### config.mk
export PLATFORM = sky130hd
export DESIGN_NAME = mspm_top
export DESIGN_NICKNAME = d
export VERILOG_FILES = /design/src/mspm_pkg.sv /design/src/mspm_top.sv
export SDC_FILE = /design/constraint.sdc
export NUM_CORES = 1
export LEC_CHECK = 0
export BUFFER_PORTS_ARGS = -buffer_cell sky130_fd_sc_hd__clkbuf_2
export CAP_MARGIN = 10
export CORE_MARGIN = 4
export CORE_UTILIZATION = 46
export DETAILED_ROUTE_END_ITERATION = 10
export PLACE_DENSITY_LB_ADDON = 0.12
export SYNTH_ARGS = -nofsm -noshare
export SYNTH_HDL_FRONTEND = slang
export SYNTH_SLANG_ARGS = --single-unit
### constraint.sdc
create_clock -name pclk -period 1.6 [get_ports pclk]
set_input_delay 0.16 -clock pclk [delete_from_list [all_inputs] [get_ports pclk]]
set_output_delay 0.16 -clock pclk [all_outputs]
set_load 0.01 [all_outputs]
### src/mspm_pkg.sv
// package for the module status pin mux: offsets, field positions, types
package mspm_pkg;

    // apb register byte offsets
    localparam logic [7:0] OFF_OEM_CONFIG_THREE = 8'h00;
    localparam logic [7:0] OFF_OEM_CONFIG_SIX = 8'h04;
    localparam logic [7:0] OFF_CONTROL = 8'h08;
    localparam logic [7:0] OFF_STATUS = 8'h0C;
    localparam logic [7:0] OFF_INT_STATUS = 8'h10;
    localparam logic [7:0] OFF_INT_MASK = 8'h14;

    // oem_config_three fields
    localparam int CFG3_GPO_LEVEL = 0;
    localparam int CFG3_GPO_PUSH_PULL = 1;
    localparam int CFG3_RXSEL_GPO = 4;
    localparam int CFG3_RST_MODE = 7;
    // oem_config_six fields
    localparam int CFG6_TXSEL_RATE = 2;
    localparam int CFG6_LOS_POL = 3;
    // control byte fields
    localparam int CTL_RST_CMD_LSB = 0;
    localparam int CTL_SOFT_RX_RATE = 3;
    localparam int CTL_SOFT_TX_RATE = 4;
    localparam int CTL_GP_OUT = 5;
    // status fields
    localparam int ST_LOSS = 0;
    localparam int ST_TX_RATE_IN = 1;
    localparam int ST_RX_RATE_IN = 2;
    localparam int ST_RST_BUSY = 3;
    // interrupt event fields
    localparam int EV_LOSS_CHANGE = 0;
    localparam int EV_RST_DONE = 1;
    localparam int EV_RATE_CHANGE = 2;
    localparam int EV_W = 3;

    // reset values
    localparam logic [7:0] RST_CFG3 = 8'h00;
    localparam logic [7:0] RST_CFG6 = 8'h00;
    localparam logic [7:0] RST_CTL = 8'h00;
    // the loss line is pulled up, so its idle level is high
    localparam logic RST_LOSS_PREV = 1'b1;

    // reset pulse width: 8 clocks per unit of the 3-bit command
    localparam int PULSE_UNIT_CYCLES = 8;
    localparam logic [6:0] PULSE_CNT_W0 = 7'h00;

    typedef enum logic [1:0] {
        RS_IDLE = 2'b00,
        RS_PULSE = 2'b01
    } mspm_rst_e;

    typedef struct packed {
        logic [7:0] cfg3;
        logic [7:0] cfg6;
        logic [7:0] ctl;
        logic [EV_W-1:0] int_st;
        logic [EV_W-1:0] int_mask;
        mspm_rst_e rst_st;
        logic [6:0] rst_cnt;
        logic loss_prev;
        logic [1:0] rate_prev;
        logic los_pin_oe;
        logic rate_pin_oe;
        logic rate_pin_o;
        logic qg_pin_oe;
        logic irq;
        logic pready;
        logic pslverr;
        logic [31:0] prdata;
    } mspm_state_s;

endpackage : mspm_pkg

### src/mspm_top.sv
// module status pin mux: three open-drain status and rate pins behind apb, the rx rate pin push-pull in general output mode when config three bit 1 is set
//
// The register addresses and register access over APB were left to the implementer.
`timescale 1ns/100ps
// Summary of operation
// - config three bit 7 picks general output or pulsed active-low reset
// - in reset mode, control bits [2:0] start and size reset pulses
// - config six bit 2 clear: shared pin shows loss of received signal
// - config six bit 3 sets loss output polarity for normal operation
// - loss output deasserts when received power exceeds loss threshold
// - loss status bit follows the real pin level, wire-or included
// - config six bit 2 set: shared pin carries transmit rate select
// - transmit rate output is soft tx rate bit or tx rate input
// - config three bit 4 clear: rx rate out, open-drain, soft or input
// - config three bit 4 set: pin is general output from config bits
// - tx rate status bit mirrors the tx rate select input pin
// - rx rate status bit mirrors the rx rate select input pin
module mspm_top
    import mspm_pkg::*;
#(
    parameter int PULSE_UNIT = PULSE_UNIT_CYCLES
) (
    // clock and reset
    input wire logic pclk,
    input wire logic presetn,
    // apb slave
    input wire logic psel,
    input wire logic penable,
    input wire logic pwrite,
    input wire logic [7:0] paddr,
    input wire logic [31:0] pwdata,
    output logic [31:0] prdata,
    output logic pready,
    output logic pslverr,
    // analog comparator result: received power above loss threshold
    input wire logic rx_power_above_thr,
    // rate select inputs
    input wire logic tx_rate_sel_in,
    input wire logic rx_rate_sel_in,
    // loss / tx rate shared open-drain pin
    input wire logic rx_signal_loss_in,
    output logic rx_signal_loss_out,
    output logic rx_signal_loss_oe,
    // rx rate / general output pin
    output logic rx_rate_sel_out,
    output logic rx_rate_sel_oe,
    // reset or general output open-drain pin
    output logic reset_or_gp_out_pin,
    output logic reset_or_gp_oe,
    // interrupt
    output logic irq
);

    mspm_state_s s_q;
    mspm_state_s s_d;

    logic wr_en;
    logic rd_en;
    logic loss_active;
    logic [1:0] rate_now;
    logic [EV_W-1:0] ev;
    logic [6:0] pulse_len;

    always_comb begin
        s_d = s_q;
        wr_en = psel && penable && pwrite && !s_q.pready;
        rd_en = psel && penable && !pwrite && !s_q.pready;
        // loss asserted while power is not above threshold
        loss_active = !rx_power_above_thr;
        rate_now = {tx_rate_sel_in, rx_rate_sel_in};
        pulse_len = 7'(PULSE_UNIT) * {4'h0, s_q.ctl[CTL_RST_CMD_LSB +: 3]};
        ev = '0;

        // open-drain drive: oe high pulls the wire low
        if (s_q.cfg6[CFG6_TXSEL_RATE]) begin
            // rate high means release the line
            s_d.los_pin_oe = !(s_q.ctl[CTL_SOFT_TX_RATE]
                               | tx_rate_sel_in);
        end else if (s_q.cfg6[CFG6_LOS_POL]) begin
            // polarity 1: normal is released high, loss pulls low
            s_d.los_pin_oe = loss_active;
        end else begin
            // polarity 0: normal is pulled low, loss releases high
            s_d.los_pin_oe = !loss_active;
        end

        if (s_q.cfg3[CFG3_RXSEL_GPO]) begin
            s_d.rate_pin_o = s_q.cfg3[CFG3_GPO_LEVEL];
            s_d.rate_pin_oe = s_q.cfg3[CFG3_GPO_PUSH_PULL]
                              | !s_q.cfg3[CFG3_GPO_LEVEL];
        end else begin
            s_d.rate_pin_o = 1'b0;
            s_d.rate_pin_oe = !(s_q.ctl[CTL_SOFT_RX_RATE]
                                | rx_rate_sel_in);
        end

        // reset pulse generator
        case (s_q.rst_st)
            RS_IDLE: begin
                s_d.qg_pin_oe = s_q.cfg3[CFG3_RST_MODE] ? 1'b0
                                : !s_q.ctl[CTL_GP_OUT];
                if (s_q.cfg3[CFG3_RST_MODE] && pulse_len != PULSE_CNT_W0) begin
                    s_d.rst_st = RS_PULSE;
                    s_d.rst_cnt = pulse_len;
                    s_d.qg_pin_oe = 1'b1;
                end
            end
            RS_PULSE: begin
                s_d.rst_cnt = s_q.rst_cnt - 7'h01;
                if (s_q.rst_cnt == 7'h01 || !s_q.cfg3[CFG3_RST_MODE]) begin
                    s_d.rst_st = RS_IDLE;
                    // an abort hands the pin straight back to the gp level
                    s_d.qg_pin_oe = s_q.cfg3[CFG3_RST_MODE] ? 1'b0
                                    : !s_q.ctl[CTL_GP_OUT];
                    // the command clears itself so one write gives one pulse
                    s_d.ctl[CTL_RST_CMD_LSB +: 3] = 3'h0;
                    ev[EV_RST_DONE] = 1'b1;
                end
            end
            default: begin
                s_d.rst_st = RS_IDLE;
                s_d.qg_pin_oe = 1'b0;
            end
        endcase

        s_d.loss_prev = rx_signal_loss_in;
        s_d.rate_prev = rate_now;
        ev[EV_LOSS_CHANGE] = rx_signal_loss_in != s_q.loss_prev;
        ev[EV_RATE_CHANGE] = rate_now != s_q.rate_prev;

        // apb: one wait state, pready pulses on the access cycle after
        s_d.pready = psel && penable && !s_q.pready;
        s_d.pslverr = 1'b0;
        if (wr_en) begin
            case (paddr)
                OFF_OEM_CONFIG_THREE: s_d.cfg3 = pwdata[7:0];
                OFF_OEM_CONFIG_SIX: s_d.cfg6 = pwdata[7:0];
                OFF_CONTROL: s_d.ctl = pwdata[7:0];
                OFF_INT_STATUS: s_d.int_st = s_q.int_st & ~pwdata[EV_W-1:0];
                OFF_INT_MASK: s_d.int_mask = pwdata[EV_W-1:0];
                OFF_STATUS: ;
                default: s_d.pslverr = 1'b1;
            endcase
        end
        // set wins over a write-one-to-clear in the same cycle
        s_d.int_st = s_d.int_st | ev;
        if (rd_en) begin
            s_d.prdata = '0;
            case (paddr)
                OFF_OEM_CONFIG_THREE: s_d.prdata[7:0] = s_q.cfg3;
                OFF_OEM_CONFIG_SIX: s_d.prdata[7:0] = s_q.cfg6;
                OFF_CONTROL: s_d.prdata[7:0] = s_q.ctl;
                OFF_STATUS: begin
                    // pin level read back, so a wire-or driver shows too
                    s_d.prdata[ST_LOSS] = rx_signal_loss_in;
                    s_d.prdata[ST_TX_RATE_IN] = tx_rate_sel_in;
                    s_d.prdata[ST_RX_RATE_IN] = rx_rate_sel_in;
                    s_d.prdata[ST_RST_BUSY] = s_q.rst_st == RS_PULSE;
                end
                OFF_INT_STATUS: s_d.prdata[EV_W-1:0] = s_q.int_st;
                OFF_INT_MASK: s_d.prdata[EV_W-1:0] = s_q.int_mask;
                default: s_d.pslverr = 1'b1;
            endcase
        end
        s_d.irq = |(s_d.int_st & s_d.int_mask);
    end

    always_ff @(posedge pclk or negedge presetn) begin
        if (!presetn) begin
            s_q <= '0;
            s_q.cfg3 <= RST_CFG3;
            s_q.cfg6 <= RST_CFG6;
            s_q.ctl <= RST_CTL;
            s_q.rst_st <= RS_IDLE;
            // a zero here would log a false loss edge right after reset
            s_q.loss_prev <= RST_LOSS_PREV;
        end else begin
            s_q <= s_d;
        end
    end

    assign prdata = s_q.prdata;
    assign pready = s_q.pready;
    assign pslverr = s_q.pslverr;
    assign rx_signal_loss_out = 1'b0;
    assign rx_signal_loss_oe = s_q.los_pin_oe;
    assign rx_rate_sel_out = s_q.rate_pin_o;
    assign rx_rate_sel_oe = s_q.rate_pin_oe;
    assign reset_or_gp_out_pin = 1'b0;
    assign reset_or_gp_oe = s_q.qg_pin_oe;
    assign irq = s_q.irq;

endmodule : mspm_top

==> results.toml, run 1 <==
[detailed_routing]
avgViaCountPerCell = 5.29
drt_iter0_markers = 118
first_pass_iters = 4
wl_per_cell_um = 15.5
route.detailed.drc = 0
wirelength_mm = 5.96
antenna_left = 0
num_vias = 2036

[synth]
synth.avg_cell_area_sq_um = 11.1
synth_warnings = 0
synth_cells = 257
synth_area_leader_cell = "dfrtp_1"
synth-seq-area-share = 0.494
async_flop_share = 1.00
synthFlopType = "dfrtp_1"
synth_edf_count = 0
netlist_area_sq_um = 2840
yosys_register_bits = 56
synth_top_area_frac = 0.484
ys_top_cells_by_area = "dfrtp_1, mux2_2, buf_4, nand2_1, a22oi_1"
yosysUniqueCellTypes = 48

[worst_setup_path]
cp_max_fo = 4
worst_setup_path_start_kind = "register"
setup.worst_path.class = "register to register"
cp.required_ps = 1790
worstPathArrival_ps = 1690
cp-end-kind = "register"

[sta]
final-hold-violation-count = 0
worst_clock_skew_ps = 5.97
period_needed_ps = 1500
holdWs_ps = 19.6
finalSetupTns_ps = 0
setup_viol = 0
fmaxAchievable_mhz = 667
min_period_over_period = 0.938
slew_viol_final = 0
fin_ws_ps = 99.8
rsz0062_at_grt = "true"

[cts]
htree_levels = 2
post-cts-setup-buffer-count = 0
numCtsBuffers = 5
cts_root_buf = "clkbuf_8"
clk_latency_ps = 310
cts_buffer_depth = 2
cts_num_sinks = 56
cts_tree = "built"
clkTransAtPathRegs_ps = 100

[power_and_ir_drop]
clockPowerShare = 0.335
p_int_w = 0.00210
seqPwrFrac = 0.537
powerDensity_nw_per_um2 = 864
switching_share = 0.258
power_frac_comb = 0.128
p_leak_nw = 1.63
ir_worst_vdd_v = 0.000364
p_switching_w = 0.000730

[run]
maxCapViolCount = 0

[layout]
fillers = 542
areaGrowthSynthToFinish_pct = 15.3
layout-drive-gt1-share = 0.335
register_area_sq_um = 1400
antenna_cells = 0
multi_input_area_sq_um = 1230
fin_area_sq_um = 3280
layout.nets = 360

[global_routing]
track_usage = 0.172
antenna_found_initial = 0
grt_pass1_vias = 1994
grt_pass1_wl_mm = 9.96
grt_max_degree = 57
grt_overflow = 0

[place]
place_congestion = 0.798
dpl_cell_area_sq_um = 3140
pre_cts_slack_ps = -83.7
io_buffers = 39
hpwl_mm = 4.41

[floorplanning]
die_w_um = 86.6
num_rows = 28
coreArea_sq_um = 5960
dieHeight_um = 86.6
start_util = 0.477
ioPinCount = 90
dieArea_sq_um = 7500

[outcome]
status = "finished, final reports clean"

[min_path]
hp-class = "input pin to register"
-- path summary, 6_finish.rpt --
kind / from / endpoint / slack, ps / cells after the start
setup / recovery: s_q[43]$_DFFE_PN0P_ / irq$_DFF_PN0_ / 100 / 6
hold / removal: tx_rate_sel_in / s_q[40]$_DFF_PN0_ / 20 / 1
setup reg to reg: s_q[43]$_DFFE_PN0P_ / irq$_DFF_PN0_ / 100 / 6
hold reg to reg: prdata[6]$_DFFE_PN0P_ / prdata[6]$_DFFE_PN0P_ / 490 / 2
max in group asynchronous: presetn / s_q[41]$_DFF_PN1_ / 950 / 3
min in group asynchronous: presetn / s_q[54]$_DFF_PN0_ / 370 / 3
-- critical path, stage by stage, from the launching register on --
cell and delay, ps:
dfrtp_1 370, inv_1 60, ha_1 180, nor3b_1 130, a21bo_2 260, a22oi_1 250
o221ai_1 140
-- metal layers --
metal / vias up / routed length (um) / GRT usage
li1: 965 / - / -
met1: 995 / 2750 / 0.243
met2: 70 / 2760 / 0.263
met3: 6 / 367 / 0.0409
met4: 0 / 76 / 0.0496
met5: - / 0 / 0
-- state kept, by name (all words and copies together), names as in the netlist --
register / flops
s_q: 41
prdata: 8
irq: 1
pready: 1
pslverr: 1
reset_or_gp_oe: 1
rx_rate_sel_oe: 1
rx_rate_sel_out: 1
rx_signal_loss_oe: 1
-- layout by cell type, fill, tap and decap left out, types with 6 or more instances in the layout --
master / n
buf_4: 16
nor2_1: 12
clkbuf_2: 39
nand2_1: 17
a22oi_1: 7
o21ai_0: 10
mux2_2: 23
conb_1: 26
dfrtp_1: 55
a22o_1: 6
inv_1: 11
-- power groups by stage --
stage | logic (W) | registers (W) | clock network [W]
finish | 0.000362 | 0.00152 | 0.000949
floorplan | 0.000267 | 0.00154 | 0
global placement | 0.000358 | 0.00155 | 0
CTS | 0.000368 | 0.00152 | 0.000970
global route | 0.000409 | 0.00153 | 0.00104
detailed placement | 0.000363 | 0.00155 | 0
-- synth_stat cells, types with 2 or more instances --
cell type  count
a22oi_1        7
xor2_1         2
nand2b_1       2
nor4b_1        2
ha_1           2
and2_1         5
buf_4         35
o211ai_1       2
a31oi_1        4
nor4_1         2
nand3_1        4
nand4_1        3
o221ai_1       2
clkbuf_1       3
mux2_2        24
nand3b_1       2
buf_2          2
a21oi_1        4
nor2b_1        3
o31ai_1        2
a22o_1         6
dfrtp_1       55
nand2_1       17
o21ai_0       10
a222oi_1       5
xnor2_1        4
or2_2          4
inv_1         11
nor2_1        12
nor3_1         2
mux2i_1        2
-- what timing repair did --
| action | in CTS | in global routing |
|---|---|---|
| hold buffers | 2 | 0 |
| resized for setup | 0 | 1 |
| pin swaps | 1 | 0 |
| endpoints found under the hold margin | 56 | 0 |
| gates cloned | 0 | 0 |
| setup endpoints to repair | 4 | 2 |
-- stage by stage --
step,cells,total power [W],utilization
after global placement,375,0.00191,0.527
after detailed placement,375,0.00191,0.527
after global routing,385,0.00298,0.550
after CTS,385,0.00286,0.550
final,385,0.00283,0.550
after floorplan,282,0.00181,-
-- cell families (layout without fill, tap and decap cells) --
kind of cell / after synthesis / count (layout) / synth area share
AND/OR/NAND/NOR: 67 / 67 / 0.137
flip-flops: 56 / 56 / 0.494
buffers and inverters: 51 / 79 / 0.114
AO/OA/AOI/OAI: 47 / 47 / 0.120
multiplexers: 27 / 27 / 0.106
XOR/XNOR: 6 / 6 / 0.0185
adder cells (fa/ha/maj): 2 / 2 / 0.00881
other: 1 / 26 / 0.00132
-- layout make-up --
type	count	share of cell area
sequential	56	0.428
clock buffer	5	0.0210
inverter	11	0.0126
timing repair buffer	60	0.121
clock inverter	3	0.0141
multi-input combinational	175	0.375
tap	75	0.0286
Note: power is estimated with default switching activity, not from simulation.
==> run 2, diff against run 1 <==
- ABC_AREA: not set -> 1
- CORE_UTILIZATION: 46 -> 47
==> results.toml, run 2 <==
[run]
maxCapViolCount = 0

[cts]
cts_buffer_depth = 2
numCtsBuffers = 5
cts_tree = "built"
cts_root_buf = "clkbuf_8"
clk_latency_ps = 310
cts-resized-gates = 0
cts_num_sinks = 56
htree_levels = 2
clkTransAtPathRegs_ps = 100

[layout]
stdcell_count = 478
layout_commonest_cell = "nand2_1"
layout.nets = 451
areaGrowthSynthToFinish_pct = 8.30
largest_reg_flops = 41
fin_area_sq_um = 3330
most-common-layout-cells = "nand2_1, dfrtp_1, clkbuf_2"
layout-drive-gt1-share = 0.232
regMostFlops = "s_q"
antenna_cells = 0

[sta]
min_period_over_period = 0.891
worst_clock_skew_ps = 7.59
final-hold-violation-count = 0
slew_viol_final = 0
finalSetupTns_ps = 0
fin_ws_ps = 174
fmaxAchievable_mhz = 701
holdWs_ps = 20.4
rsz0062_at_grt = "false"
setup_viol = 0
period_needed_ps = 1430

[place]
dp.cells = 468
place_congestion = 0.819
hpwl_mm = 4.77
dpl_cell_area_sq_um = 3220
pre_cts_slack_ps = 186
io_buffers = 39

[synth]
synth_edf_count = 0
synth-seq-area-share = 0.456
yosysMostFrequentCell = "nand2_1"
synth_cells = 359
netlist_area_sq_um = 3070
yosys_register_bits = 56
synth_top_area_frac = 0.448
synthTopCellsByCount = "nand2_1, dfrtp_1, buf_4"
synth_warnings = 0
synthFlopType = "dfrtp_1"
synth.avg_cell_area_sq_um = 8.56
synth_area_leader_cell = "dfrtp_1"
ys_top_cells_by_area = "dfrtp_1, nand2_1, buf_4, o21ai_2, nand3_1"
async_flop_share = 1.00
yosysUniqueCellTypes = 34

[floorplanning]
dieHeight_um = 88.9
start_util = 0.484
coreArea_sq_um = 6350
die_w_um = 88.9
dieArea_sq_um = 7900
num_rows = 29
ioPinCount = 90

[global_routing]
grt_pass1_wl_mm = 10.3
grt_overflow = 0
grt_max_degree = 27
track_usage = 0.172
grt_pass1_vias = 2122
antenna_found_initial = 0

[worst_setup_path]
worst_setup_path_start_kind = "register"
cp.required_ps = 1800
setup.worst_path.class = "register to register"
worstPathArrival_ps = 1620
cp_max_fo = 16
cp-end-kind = "register"

[outcome]
status = "finished, final reports clean"

[detailed_routing]
first_pass_iters = 4
wl_per_cell_um = 13.3
avgViaCountPerCell = 4.85
route.detailed.drc = 0
antenna_left = 0
num_vias = 2319
wirelength_mm = 6.35
drt_iter0_markers = 100

[power_and_ir_drop]
ir_worst_vdd_v = 0.000458
powerDensity_nw_per_um2 = 765
p_leak_nw = 1.77

[min_path]
hp-class = "input pin to register"
-- run 2: changes by cell type after synthesis, sizes merged, moves of 19 or more --
cell	previous run	this run
inv	11	30
mux2	25	0
nand2	19	109
nand3	4	34
nor2	12	37
o21ai	10	32
-- run 2: cell type report --
| class | instances | area [sq um] |
|---|---|---|
| fill | 629 | 3020 |
| sequential | 56 | 1400 |
| multi-input combinational | 260 | 1350 |
| timing repair buffer | 47 | 273 |
| inverter | 30 | 115 |
| tap | 77 | 96.3 |
| clock buffer | 6 | 82.6 |
| clock inverter | 2 | 10.0 |
-- run 2: metrics by stage --
step,power [W],util
floorplan,0.00171,-
global placement,0.00177,0.507
detailed placement,0.00177,0.507
CTS,0.00258,0.524
global route,0.00266,0.524
finish,0.00255,0.524
-- run 2: critical path, stage by stage, from the launching register on --
cell	delay, ps
dfrtp_1	390
inv_1	80
nand3_2	140
nor2_8	220
nand3_4	250
nand3_1	170
o21ai_2	60
-- run 2: where the power goes --
part | switching (W) | internal [W] | leakage, nW | total, W
Sequential | 0.0000186 | 0.00145 | 0.740 | 0.00147
Clock | 0.000453 | 0.000347 | 0.0510 | 0.000800
Combinational | 0.000186 | 0.0000896 | 0.975 | 0.000276
Total | 0.000658 | 0.00189 | 1.77 | 0.00255
-- run 2: metal layers --
layer | up-vias | track usage | wire (um) | share of wire
met3 | 6 | 0.0345 | 275 | 0.043
met5 | - | 0 | 0 | 0
li1 | 1167 | - | - | -
met2 | 53 | 0.279 | 2990 | 0.47
met1 | 1093 | 0.236 | 3030 | 0.48
met4 | 0 | 0.0440 | 55 | 0.0087
-- run 2: kinds of logic (layout without fill, tap and decap cells) --
logic type / Yosys count / count (layout) / synth area share
XOR/XNOR: 5 / 5 / 0.0142
AO/OA/AOI/OAI: 42 / 42 / 0.0997
flip-flops: 56 / 56 / 0.456
AND/OR/NAND/NOR: 185 / 185 / 0.285
adder cells (fa/ha/maj): 2 / 2 / 0.00814
other: 1 / 26 / 0.00122
buffers and inverters: 68 / 85 / 0.135
-- run 2: path summary, 6_finish.rpt --
kind / from / endpoint / cells past startpoint / slack, ps
max in group asynchronous: presetn / s_q[70]$_DFFE_PN0P_ / 3 / 810
hold / removal: rx_rate_sel_in / s_q[39]$_DFF_PN0_ / 1 / 20
setup reg to reg: pready$_DFF_PN0_ / s_q[59]$_DFF_PN0_ / 6 / 170
setup / recovery: pready$_DFF_PN0_ / s_q[59]$_DFF_PN0_ / 6 / 170
hold reg to reg: prdata[4]$_DFFE_PN0P_ / prdata[4]$_DFFE_PN0P_ / 2 / 490
min in group asynchronous: presetn / s_q[45]$_DFFE_PN0P_ / 2 / 290
-- run 2: timing repair --
action | CTS | global route
hold buffers | 2 | 0
endpoints found under the hold margin | 10 | 0
buffers inserted | 0 | 0
